==> config.mk <==
export PLATFORM = sky130hd
export DESIGN_NAME = dbgst_top
export DESIGN_NICKNAME = d
export VERILOG_FILES = /design/src/hw/dbgst_pkg.sv /design/src/hw/dbgst_sync.sv /design/src/hw/dbgst_top.sv
export VERILOG_INCLUDE_DIRS = /design/src /design/src/hw
export SDC_FILE = /design/constraint.sdc
export NUM_CORES = 1
export LEC_CHECK = 0
export BUFFER_PORTS_ARGS = -buffer_cell sky130_fd_sc_hd__buf_2
export CORE_MARGIN = 4
export CORE_UTILIZATION = 47
export CTS_CLUSTER_SIZE = 30
export DETAILED_ROUTE_END_ITERATION = 8
export PLACE_DENSITY = 0.93
export SLEW_MARGIN = 20
export SYNTH_ARGS = -nofsm -noshare
export SYNTH_HDL_FRONTEND = slang
export SYNTH_SLANG_ARGS = --single-unit
==> constraint.sdc <==
create_clock -name pclk -period 2.68 [get_ports pclk]
set_input_delay 0.268 -clock pclk [delete_from_list [all_inputs] [get_ports pclk]]
set_output_delay 0.268 -clock pclk [all_outputs]
set_load 0.05 [all_outputs]
==> src/hw/dbgst_cfg.svh <==
/*
 * Offsets, bit positions and reset values for the debug status block.
 * Assumes a 32-bit APB with word-aligned registers.
 */
`ifndef DBGST_CFG_SVH
`define DBGST_CFG_SVH
// Register byte offsets
`define DBGST_OFS_CTRL    12'h000
`define DBGST_OFS_STATUS  12'h004
`define DBGST_OFS_IRQ_ST  12'h008
`define DBGST_OFS_IRQ_MSK 12'h00C
// Field positions
`define DBGST_BIT_IDLE    7
`define DBGST_BIT_HALT    6
`define DBGST_BIT_RPROT   5
`define DBGST_BIT_MODE    7
// Reset values
`define DBGST_CTRL_RST    8'h00
`define DBGST_MSK_RST     3'h0
`endif

==> src/hw/dbgst_pkg.sv <==
/*
 * Types shared by the debug status block.
 * Assumes nothing beyond a SystemVerilog compiler.
 */
`default_nettype none
package dbgst_pkg;
    // APB access phase of the slave
    typedef enum logic [0:0] {
        DBGST_IDLE_PH,
        DBGST_ACC_PH
    } dbgst_phase_t;
    // Interrupt event bits: idle rise, halt entry, breakpoint hit
    typedef logic [2:0] dbgst_irq_t;
endpackage
`default_nettype wire

==> src/hw/dbgst_sync.sv <==
/*
 * Two-flop synchroniser vector for asynchronous status inputs.
 * Assumes inputs are quasi-static levels.
 */
`timescale 1ns/1ps
`default_nettype none
module dbgst_sync (
    // Clock and reset
    input  wire logic       pclk,
    input  wire logic       presetn,
    // Asynchronous levels in, synchronised out
    input  wire logic [2:0] async_in,
    output var  logic [2:0] sync_out
);
    logic [2:0] meta_r;  // First stage, read only by second
    logic [2:0] meta_nxt;
    logic [2:0] sync_nxt;

    //////////////////////////////////////////////////////////////////////
    // Next values
    always_comb begin
        meta_nxt = async_in;
        sync_nxt = meta_r;
    end

    // Registers
    always_ff @(posedge pclk or negedge presetn) begin
        if (!presetn) begin
            meta_r   <= 3'h0;
            sync_out <= 3'h0;
        end else begin
            meta_r   <= meta_nxt;
            sync_out <= sync_nxt;
        end
    end
endmodule
`default_nettype wire

==> src/hw/dbgst_top.sv <==
/*
 * Debug status register with the debug control mode bit, APB slave,
 * and a sticky interrupt on status events.
 * Assumes halt, breakpoint and read-protect option come from pins
 * outside the pclk domain; breakpoint is a level held at least
 * three pclk cycles per occurrence.
 * The status register has no write path; only control, interrupt
 * status and mask take writes.
 * Protection makes only the mode bit sticky; other control bits stay writable.
 */
// Decided for this implementation: the APB slave port and the register offsets.
`timescale 1ns/1ps
`default_nettype none
`include "dbgst_cfg.svh"
module dbgst_top (
    // Clock and reset
    input  wire logic        pclk,
    input  wire logic        presetn,
    // APB slave
    input  wire logic        psel,
    input  wire logic        penable,
    input  wire logic        pwrite,
    input  wire logic [11:0] paddr,
    input  wire logic [31:0] pwdata,
    output var  logic [31:0] prdata,
    output var  logic        pready,
    output var  logic        pslverr,
    // Device status pins
    input  wire logic        halt_state,
    input  wire logic        breakpoint_instruction,
    input  wire logic        read_protect_option,
    // Debug mode to CPU, interrupt
    output var  logic        debug_mode_bit,
    output var  logic        irq
);
    //////////////////////////////////////////////////////////////////////
    // Synchronised pins
    // Pins are levels from another domain, so each passes two flops
    // before any decode reads it
    logic [2:0] pins_s;        // {option, breakpoint, halt}
    // One synchroniser vector serves all three pins
    dbgst_sync u_sync (
        .pclk     (pclk),
        .presetn  (presetn),
        .async_in ({read_protect_option, breakpoint_instruction, halt_state}),
        .sync_out (pins_s)
    );
    logic halt_s;              // Halt low-power level
    logic bp_s;                // Breakpoint level, one rise per hit
    logic rprot;               // Protection active
    // Split the synchronised vector back into named levels
    assign halt_s = pins_s[0];
    assign bp_s   = pins_s[1];
    assign rprot  = ~pins_s[2]; // Option programmed to 0 means protected

    //////////////////////////////////////////////////////////////////////
    // State
    // Everything resets to zero; the status image needs three edges
    // after reset before it follows the pins
    dbgst_pkg::dbgst_phase_t ph_r, ph_nxt;     // APB phase
    logic [7:0]              ctrl_r, ctrl_nxt; // Debug control register
    logic                    hit_seen_r, hit_seen_nxt; // Sticky breakpoint
    logic [7:0]              stat_r, stat_nxt; // Registered status image
    dbgst_pkg::dbgst_irq_t   ist_r, ist_nxt;   // Sticky event bits
    dbgst_pkg::dbgst_irq_t   msk_r, msk_nxt;   // Event mask
    logic                    bp_d_r, bp_d_nxt; // Edge detect on breakpoint
    logic                    halt_d_r, halt_d_nxt; // Edge detect on halt
    // Next values of the registered outputs
    logic [31:0]             prdata_nxt;
    logic                    pready_nxt;
    logic                    pslverr_nxt;
    logic                    dbg_nxt;
    logic                    irq_nxt;

    // Decode helpers, all combinational
    logic       acc;      // Access phase completing
    logic       wr;       // Write completing
    logic       ctrl_wr;  // Control write completing
    logic       known;    // Address is mapped
    logic [2:0] ev;       // Events this cycle
    logic       idle;     // Idle flag next value
    logic [7:0] stat_now; // Status image being built

    //////////////////////////////////////////////////////////////////////
    // Next-value logic
    always_comb begin
        // Transfer qualifiers; a write lands only at the access edge
        acc      = psel && penable && (ph_r == dbgst_pkg::DBGST_ACC_PH);
        wr       = acc && pwrite;
        ctrl_wr  = wr && (paddr == `DBGST_OFS_CTRL);
        // Address decode: only the four word offsets are mapped
        if (paddr == `DBGST_OFS_CTRL) begin
            known = 1'b1;
        end else if (paddr == `DBGST_OFS_STATUS) begin
            known = 1'b1;
        end else if (paddr == `DBGST_OFS_IRQ_ST) begin
            known = 1'b1;
        end else if (paddr == `DBGST_OFS_IRQ_MSK) begin
            known = 1'b1;
        end else begin
            known = 1'b0;                       // Refused with an error
        end
        // Phase: setup then single-cycle access
        // A setup held for two cycles would answer twice; masters that
        // keep the bus rules never do that, so no guard is spent on it
        if (psel && !penable) begin
            ph_nxt = dbgst_pkg::DBGST_ACC_PH;   // Setup seen
        end else begin
            ph_nxt = dbgst_pkg::DBGST_IDLE_PH;
        end
        // Control register write; other bits are stored for read-back only
        ctrl_nxt = ctrl_r;
        if (ctrl_wr) begin
            ctrl_nxt = pwdata[7:0];
            // Protected: debug mode bit not writable to 0
            if (rprot && ctrl_r[`DBGST_BIT_MODE]) begin
                ctrl_nxt[`DBGST_BIT_MODE] = 1'b1;
            end
        end
        // The CPU sees the mode bit from the edge that writes it
        dbg_nxt = ctrl_nxt[`DBGST_BIT_MODE];   // Stop or run CPU
        // Breakpoint since last control write; any control write clears
        // it, whatever the data, but a new hit wins over that clear
        bp_d_nxt   = bp_s;
        halt_d_nxt = halt_s;
        if (bp_s && !bp_d_r) begin
            hit_seen_nxt = 1'b1;
        end else if (ctrl_wr) begin
            hit_seen_nxt = 1'b0;                // Cleared by control write
        end else begin
            hit_seen_nxt = hit_seen_r;          // Hold
        end
        idle = dbg_nxt || hit_seen_nxt;
        // Status image, rebuilt every cycle from synchronised levels
        stat_now = 8'h00;                       // Reserved zero
        stat_now[`DBGST_BIT_IDLE]  = idle;
        stat_now[`DBGST_BIT_HALT]  = halt_s;
        stat_now[`DBGST_BIT_RPROT] = rprot;
        stat_nxt = stat_now;                    // No write path
        // Interrupt events: idle rise, halt entry, breakpoint edge
        // Edges only, so a level held high raises each bit once
        ev[0] = idle && !stat_r[`DBGST_BIT_IDLE];
        ev[1] = halt_s && !halt_d_r;
        ev[2] = bp_s && !bp_d_r;
        // Write one to clear; an event in the same cycle survives
        ist_nxt = ist_r;
        if (wr && (paddr == `DBGST_OFS_IRQ_ST)) begin
            ist_nxt = ist_r & ~pwdata[2:0];
        end
        ist_nxt = ist_nxt | ev;                 // Set beats clear
        // Mask is a plain read/write register
        msk_nxt = msk_r;
        if (wr && (paddr == `DBGST_OFS_IRQ_MSK)) begin
            msk_nxt = pwdata[2:0];
        end
        // Level output from next values, so it follows without lag
        irq_nxt = |(ist_nxt & msk_nxt);
        // Read data, valid with pready in the access cycle; taken from
        // registered state at the setup edge, so there is no wait state
        prdata_nxt  = 32'h0000_0000;
        pready_nxt  = psel && !penable;
        pslverr_nxt = psel && !penable && !known;
        // Only reads put data on the bus
        if (psel && !penable && !pwrite) begin
            if (paddr == `DBGST_OFS_CTRL) begin
                prdata_nxt[7:0] = ctrl_r;
            end else if (paddr == `DBGST_OFS_STATUS) begin
                prdata_nxt[7:0] = stat_r;
            end else if (paddr == `DBGST_OFS_IRQ_ST) begin
                prdata_nxt[2:0] = ist_r;
            end else if (paddr == `DBGST_OFS_IRQ_MSK) begin
                prdata_nxt[2:0] = msk_r;
            end else begin
                prdata_nxt = 32'h0000_0000;     // Unmapped reads zero
            end
        end
    end

    //////////////////////////////////////////////////////////////////////
    // Registers
    // Registers only; every top-level output comes from here
    always_ff @(posedge pclk or negedge presetn) begin
        if (!presetn) begin
            // All state and outputs to idle values
            ph_r           <= dbgst_pkg::DBGST_IDLE_PH;
            ctrl_r         <= `DBGST_CTRL_RST;
            hit_seen_r     <= 1'b0;
            stat_r         <= 8'h00;
            ist_r          <= `DBGST_MSK_RST;
            msk_r          <= `DBGST_MSK_RST;
            bp_d_r         <= 1'b0;
            halt_d_r       <= 1'b0;
            prdata         <= 32'h0000_0000;
            pready         <= 1'b0;
            pslverr        <= 1'b0;
            debug_mode_bit <= 1'b0;
            irq            <= 1'b0;
        end else begin
            // Take the next values
            ph_r           <= ph_nxt;
            ctrl_r         <= ctrl_nxt;
            hit_seen_r     <= hit_seen_nxt;
            stat_r         <= stat_nxt;
            ist_r          <= ist_nxt;
            msk_r          <= msk_nxt;
            bp_d_r         <= bp_d_nxt;
            halt_d_r       <= halt_d_nxt;
            prdata         <= prdata_nxt;
            pready         <= pready_nxt;
            pslverr        <= pslverr_nxt;
            debug_mode_bit <= dbg_nxt;
            irq            <= irq_nxt;
        end
    end
endmodule
`default_nettype wire

==> run metrics, run 1 <==
CTS tree=done; vias in the first global route=between 900 and 1000; fill count=approximately 310; Top FF cell, synth=dfrtp_1; RSZ-0062 raised after global routing=false; Sum Neg Setup Slack=0 ns; Unique masters post-synth=32; Final Util=0.5592; commonest non-fill, non-tap cell in the layout=buf_2; GPL Wtd Cong=between 0.7 and 0.8; Die Width=approximately 67 um; Clock Skew=~0.013 ns; M1 GR Usage=0.1387; leak pwr=0.0009865 uW; Inserted Clock Buffers=5; Clock Tree Root=clkbuf_4; synthesized cell area=1639 sq um; Hold WC Path Type=in2reg; Nets=between 200 and 250; VDD IR-drop max=approximately 0.26 mV; WP data required=2.88 ns; Routed WL=between 2000 and 3000 um; Switching Fraction=0.2686; clock power share=0.341; diode count=0; commonest cells after routing, fill and taps aside=buf_2 (39), dfrtp_1 (36), conb_1 (24), inv_1 (11), o21ai_0 (9); IO Pins=88; syn_area_per_cell=roughly 11 sq um; initial antenna violation count=0; GRT Total Usage=0.1237; die area=~4500 sq um; Slew HR=0.5008; setup bufs post-CTS=0; core area=3363 sq um; met3 Use GR=0.06071; combinational power share=0.134; sequential share of the synthesized area=0.5496; number of endpoints failing setup at the final stage=0; Initial DRC Count=29; internal power=774.3 uW; clock sinks=36; site row count=21; Layout Cells excl Fill=about 240; Arr. time, crit path=roughly 1.9 ns; # hold bufs at CTS=1; gate count of the mapped netlist=about 150; area added between synthesis and finish=14.73%; htree depth=2; Reg power frac=0.525; share of cells above drive strength 1=0.3105; met2 GRT Util=0.1951; Tot Pwr=~1100 uW; drt first pass iters=4; later-pin clock latency in the skew report=0.33 ns; pre-CTS setup slack=roughly 0.74 ns; crit path launch type=register; EDFF count, synth=0; via count=roughly 1100; final period utilization=0.6231; Via-to-Cell Ratio=4.614; Cells after DPL=~230; Crit. End Element=register; min Tclk post-route=1.670 ns; crit path kind=reg2reg; Initial Util=0.4874; synth warn=0; PD cells=about 560 nW/um^2; # Max-Cap Violations=0; max-slew violations=0; clock slew at reported path FFs=0.11 ns; post-CTS sizing=0; PortBufs=39; Post-DP HPWL=a little over 2000 um; first-pass GRT wire length=just over 4000 um; Routed Antenna Nets=0; actual slew at the worst max-slew pin=0.7488 ns; Psw=approximately 280 uW; FMAX=about 600 MHz; overall die height=around 67 um; Final Hold Fails=0; Setup WS post-layout=about 1.0 ns; status=finished clean; DR WL/cell=about 11 um; Most Crowded Layer GR=met2; CTS Buffer Depth=2; critical path fanouts, max=5; DRC Markers=0; total grt overflow=0; largest net degree at the start of global routing=37; ys async rst share=1.000; Synth Register Bits=36
[path summary, 6_finish.rpt]
check / start / to / slack [ns] / cells past startpoint
max: ph_r / irq / 1.01 / 5
min: breakpoint_instruction / u_sync.meta_r[1] / 0.04 / 1
max reg2reg: ph_r / irq / 1.01 / 5
min reg2reg: u_sync.meta_r[1] / u_sync.sync_out[1] / 0.35 / 0
max in group asynchronous: presetn / u_sync.meta_r[2] / 1.66 / 2
min in group asynchronous: presetn / ctrl_r[4] / 0.53 / 2
[critical path, stage by stage (launching register included)]
cell	delay (ns)
dfrtp_1	0.35
and4_1	0.28
nand3_1	0.18
or2_2	0.35
a21oi_1	0.25
o221ai_2	0.13
[layer usage]
layer	vias to the layer above	part of all wire	wire, um
met3	7	0.090	244
met1	508	0.39	1053
met2	47	0.50	1356
li1	527	-	-
met5	-	0	0
met4	0	0.018	48
[power groups by stage]
stage	Sequential, uW	Clock (uW)	Combinational, uW
2_1_floorplan	572	0	123
3_3_place_gp	566	0	139
3_5_place_dp	566	0	141
4_1_cts	556	374	142
5_1_grt	557	396	152
6_report	555	361	142
[Yosys cell counts, drive strengths merged (4+ instances only)]
cell	number	area [sq um]
inv	11	41.29
nand2	4	15.01
nand3	5	37.54
o21ai	9	45.04
mux2i	7	70.07
nor3	5	25.02
nor2	7	26.28
dfrtp	36	900.9
mux2	4	45.04
buf	24	180.2
[state kept, by name, summed over array words and instances (netlist names)]
| name | cells |
|---|---|
| ctrl_r | 8 |
| prdata | 8 |
| ist_r | 3 |
| msk_r | 3 |
| stat_r | 3 |
| u_sync.meta_r | 3 |
| u_sync.sync_out | 3 |
| bp_d_r | 1 |
| hit_seen_r | 1 |
| irq | 1 |
| ph_r | 1 |
| pslverr | 1 |
[metrics by stage]
step                hold slack (ns)  instance area, sq um
floorplan                  -0.02759                  1725
global placement             0.3332                  1794
detailed placement           0.3364                  1794
CTS                         0.02308                  1881
global route                0.01617                  1881
finish                      0.04288                  1881
[area by class of cell]
type | instances | area (sq um) | share of cell area
well taps | 46 | 57.56 | 0.03061
inverters | 11 | 41.29 | 0.02196
repair buffers | 41 | 212.7 | 0.1131
multi-input cells | 94 | 591.8 | 0.3147
clock inverters | 2 | 35.03 | 0.01863
flip-flops and latches | 36 | 900.9 | 0.4790
clock buffers | 6 | 41.29 | 0.02196
[cell families (layout without fill, tap and decap cells)]
kind of cell / Yosys count / in the layout / share of synthesized area
flip-flops: 36 / 36 / 0.5496
AND/OR/NAND/NOR: 41 / 41 / 0.1649
multiplexers: 11 / 11 / 0.07023
other: 1 / 24 / 0.002288
AO/OA/AOI/OAI: 18 / 18 / 0.07099
buffers and inverters: 38 / 60 / 0.1420
Power figures use the tool's default switching activity.
==> run 2, diff against run 1 <==
- CORE_UTILIZATION: 47 -> 44
- PLACE_DENSITY: 0.93 -> 0.89
- clock period: 2.68 -> 1.6 ns (I/O delays scaled with it)
==> run metrics, run 2 (synthesis gave the netlist of run 1 again) <==
status=finished clean; share of cells above drive strength 1=0.3618; Arr. time, crit path=approximately 1.7 ns; Hold WC Path Type=in2reg; first-pass GRT wire length=slightly below 5000 um; VDD IR-drop max=0.5075 mV; crit path launch type=register; Largest regs=ctrl_r x8, prdata x8; GPL Wtd Cong=0.8145; initial antenna violation count=0; PD cells=between 900 and 1000 nW/um^2; htree depth=2; setup bufs post-CTS=0; Setup WS post-layout=~0.053 ns; Routed WL=between 3000 and 4000 um; PortBufs=39; Inserted Clock Buffers=5; RSZ-0062 raised after global routing=true; critical path, cell by cell=and4_4 > nand2_2 > or4_4 > a22oi_2 > o221ai_2; commonest cells after routing, fill and taps aside=buf_2 (39), dfrtp_1 (35), conb_1 (24), inv_1 (11), o21ai_0 (9); Clock Tree Root=clkbuf_8; Final Hold Fails=0; die area=~4800 sq um; overall die height=approximately 70 um; number of endpoints failing setup at the final stage=0; Via-to-Cell Ratio=~4.6; Nets=250; Final Util=0.5725; crit path kind=reg2reg; min Tclk post-route=1.547 ns; diode count=0; pre-CTS setup slack=-0.1927 ns; # Max-Cap Violations=0; Post-DP HPWL=about 2300 um; CTS tree=done; max-slew violations=0; clock sinks=36; CTS Buffer Depth=2; total grt overflow=0; DRC Markers=0; Initial DRC Count=37; vias in the first global route=1078; later-pin clock latency in the skew report=~0.30 ns; via count=between 1000 and 1500; DR WL/cell=about 12 um; GRT Total Usage=0.1335; Finished Cell Area=roughly 2000 sq um; Area after DPL=1844 sq um; Initial Util=0.4726; slowest CP cell=or4_4; Routed Antenna Nets=0; Clock Skew=0.008660 ns; Crit. End Element=register; WP data required=1.76 ns; delay of the slowest critical-path stage=roughly 0.42 ns; largest net degree at the start of global routing=25; critical path fanouts, max=4; clock slew at reported path FFs=0.08 ns; area added between synthesis and finish=21.14%; core area=about 3500 sq um; FMAX=roughly 650 MHz; site row count=21; drt first pass iters=5; fill count=~300; commonest non-fill, non-tap cell in the layout=buf_2; Die Width=roughly 70 um; IO Pins=around 90; leak pwr=approximately 0.0010 uW; final period utilization=0.9669
==> run 2: cell types whose count changed in the layout (fill, tap and decap cells not counted), sizes merged <==
cell,delta
buf,+6
dlygate4sd3,+3
bufinv,-1
clkinvlp,+1
==> run 2: critical path, delay by kind of cell (launching register included) <==
kind | cells | cell delay, ns
and+or+nand+nor | 3 | 0.72
DFF | 1 | 0.35
AOI/OAI and AO/OA | 2 | 0.34
==> run 2: stage by stage <==
| stage | total power (uW) | hold slack, ns | setup TNS, ns | instances |
|---|---|---|---|---|
| after CTS | 1826 | 0.09407 | 0 | 245 |
| after floorplan | 1164 | -0.1356 | -0.09433 | 168 |
| after global routing | 1884 | 0.1026 | -0.02267 | 245 |
| after detailed placement | 1191 | 0.04547 | -0.5580 | 233 |
| after global placement | 1188 | 0.04498 | -0.3801 | 233 |
| final | 1813 | 0.09463 | 0 | 245 |
==> run 2: path summary, 6_finish.rpt <==
path	end	slack (ns)	cells after the start	from
max in group asynchronous	irq	0.75	3	presetn
worst max register to register	irq	0.05	5	ph_r
worst min-delay path	ctrl_r[4]	0.09	2	pwdata[4]
worst max-delay path	irq	0.05	5	ph_r
worst min register to register	u_sync.sync_out[1]	0.35	0	u_sync.meta_r[1]
min in group asynchronous	prdata[7]	0.26	2	presetn
==> run 2: layout make-up <==
class	count	area (sq um)	area share
flip-flops and latches	36	902.1	0.4543
clock inverters	2	12.51	0.006301
clock buffers	6	72.57	0.03655
well taps	46	57.56	0.02899
inverters	11	41.29	0.02079
repair buffers	50	287.8	0.1449
multi-input cells	94	611.8	0.3081
==> run 2: power breakdown <==
part           leakage [uW]  total (uW)  internal [uW]  switching, uW
clock             0.0000412         631            304            327
combinational      0.000534         250           54.9            195
sequential         0.000453         932            926           5.92
total               0.00103        1810           1280            528
==> run 2: routing by layer <==
metal	share of wire	routed length [um]	vias to the layer above	GRT usage
li1	-	-	546	-
met1	0.40	1206	529	0.1516
met2	0.50	1513	46	0.2150
met3	0.072	217	9	0.04360
met4	0.026	77	0	0.08460
met5	0	0	-	0
==> run 2: repair_timing <==
action                                 in CTS  in global routing
pin swaps                                   2                  1
hold buffers                                4                  0
endpoints found under the hold margin      15                  0
gates resized for setup                     3                  3
setup endpoints to repair                   1                  1
==> run 3, diff against run 2 <==
- SYNTH_HIERARCHICAL: default -> 1
- clock period: 1.6 -> 1.7 ns (I/O delays scaled with it)
==> run metrics, run 3 <==
status=finished with violations; violated checks=setup timing; overall die height=68.97 um; PortBufs=39; syn_area_per_cell=approximately 12 sq um; Initial Util=0.4715; min Tclk post-route=around 1.8 ns; final period utilization=1.061; CTS tree=done; crit path to=irq; R2R cell count=5; later-pin clock latency in the skew report=approximately 0.28 ns; synthesized cell area=1635 sq um; clock sinks=36; DRC Markers=0; delay of the slowest critical-path stage=0.57 ns; Post-DP HPWL=between 2000 and 2500 um; post-synth top area share=0.5509; Slew HR=0.6072; ys async rst share=1.000; Clock Skew=between 0.003 and 0.004 ns; GRT Total Usage=0.1455; DR WL/cell=~13 um; Routed WL=3186 um; Layout Cells excl Fill=239; CP Depth=5; Die Width=68.97 um; worst flop-to-flop path startpoint=ph_r; multiplexer share of the synthesized area=0.1201; sequential share of the synthesized area=0.5509; Inserted Clock Buffers=5; commonest cells after routing, fill and taps aside=buf_2 (39), dfrtp_1 (35), conb_1 (24), nor2_1 (12), mux2_2 (11); commonest non-fill, non-tap cell in the layout=buf_2; Final Hold Fails=0; setup bufs post-CTS=0; Area after DPL=1866 sq um; crit path kind=in2reg; IO Pins=between 80 and 90; initial antenna violation count=0; FF-to-FF End=irq; largest family of logic cells by synthesized area=buffers and inverters; drt first pass iters=4; simple-gate portion of the synthesized area=0.1285; Nets=around 250; FMAX=554.4 MHz; complex-gate fraction of the synthesized area=0.06350; Setup WS post-layout=-0.1037 ns; hold depth=2; largest net degree at the start of global routing=27; top cells by area, synth=dfrtp_1 (55%), buf_4 (11%), mux2_2 (8.3%); Clock Tree Root=clkbuf_8; actual slew at the worst max-slew pin=between 0.5 and 0.6 ns; delay-heaviest family, CP=simple AND/OR/NAND/NOR gates; Largest regs=ctrl_r x8, prdata x8; CP startpoint=paddr[1]; max-slew violations=0; WP data required=1.87 ns; critical path fanouts, max=3; slowest CP cell=or4_4; VDD IR-drop max=roughly 0.56 mV; top cells by count, synth=dfrtp_1 (36), buf_4 (24), mux2_2 (12), nor2_1 (12), inv_1 (8); Cells after DPL=228; via count=roughly 1100; most common cell in the synthesized netlist=dfrtp_1; critical path, cell by cell=buf_2 > or4_4 > nor4_4 > mux2_2 > a221o_1; Arr. time, crit path=1.97 ns; Initial DRC Count=64; Yosys top cell by area=dfrtp_1; synth warn=6; Synth Register Bits=36; Post-Synth Adder-Cell Area=0; clock slew at reported path FFs=0.06 ns; vias in the first global route=between 1000 and 1500; Finished Cell Area=approximately 2000 sq um; diode count=0; Hold Slack=between 0.1 and 0.15 ns; htree depth=2; xor/xnor share of the synthesized area=0; core area=3468 sq um; share of cells above drive strength 1=0.3886; leak pwr=just over 0.001 uW; Via-to-Cell Ratio=between 4 and 5; area added between synthesis and finish=21.50%; # Max-Cap Violations=0; reg2reg setup slack=-0.09 ns; EDFF count, synth=0; RSZ-0062 raised after global routing=true; CTS Buffer Depth=2; Unique masters post-synth=30; crit path launch type=input port; die area=roughly 4800 sq um; PD cells=around 840 nW/um^2; Routed Antenna Nets=0; Top FF cell, synth=dfrtp_1; Crit. End Element=register; total grt overflow=0; Worst Path Buf+Inv=1; Hold WC Path Type=in2reg; site row count=21; number of endpoints failing setup at the final stage=2; first-pass GRT wire length=roughly 5000 um; GPL Wtd Cong=around 0.86; gate count of the mapped netlist=137
run 3: cell count changes after synthesis, moves of 4 or more:
cell	change
mux2_2	+8
o21ai_0	-6
nor2_1	+5
nor3_1	-5
nand3_1	-4
run 3: cell families (layout without fill, tap and decap cells):
logic type,after synthesis,after routing
mux,18,18
compound gates,15,15
flops,36,36
other cells,1,24
buf+inv,34,67
simple gates,33,33
run 3: cell type report:
| class | count | area [sq um] |
|---|---|---|
| fill | 325 | 1481 |
| sequential | 36 | 902.1 |
| multi-input combinational | 90 | 616.8 |
| timing repair buffer | 52 | 302.8 |
| clock buffer | 6 | 72.57 |
| tap | 46 | 57.56 |
| inverter | 8 | 30.03 |
| clock inverter | 1 | 5.005 |
run 3: worst min-delay path by stage:
| stage | endpoint | slack [ns] | startpoint |
|---|---|---|---|
| 4_1_cts | ctrl_r[4] | 0.11 | pwdata[4] |
| 6_report | ctrl_r[4] | 0.11 | pwdata[4] |
| 3_3_place_gp | prdata[7] | 0.19 | presetn |
| 5_1_grt | ctrl_r[4] | 0.1 | pwdata[4] |
| 2_1_floorplan | bp_d_r | -0.13 | presetn |
| 3_5_place_dp | prdata[7] | 0.20 | presetn |
run 3: where the power goes:
| part | internal (uW) | total (uW) | switching, uW |
|---|---|---|---|
| sequential | 870 | 875 | 5.10 |
| clock | 278 | 552 | 274 |
| combinational | 54.3 | 238 | 184 |
| total | 1200 | 1670 | 463 |
run 3: metal layers:
layer  up-vias  GRT usage  part of all wire
li1        538          -                 -
met1       544     0.1572              0.39
met2        52     0.2560              0.50
met3         5    0.05186             0.099
met4         0    0.06083             0.016
met5         -          0                 0
run 3: repair_timing:
item	in CTS	in global routing
setup endpoints to repair	2	9
hold buffers	4	0
gates resized for setup	1	1
pin swaps	1	1
endpoints found under the hold margin	27	0
cloned	0	0
run 3: per-stage QoR:
step	util	setup WS, ns	power [uW]	setup TNS, ns
2_1_floorplan	-	-0.2076	1088	-1.454
3_3_place_gp	0.5379	-0.3792	1117	-3.229
3_5_place_dp	0.5379	-0.4254	1121	-3.524
4_1_cts	0.5718	-0.09560	1685	-0.09892
5_1_grt	0.5729	-0.1522	1743	-0.7559
6_report	0.5729	-0.1037	1665	-0.1077
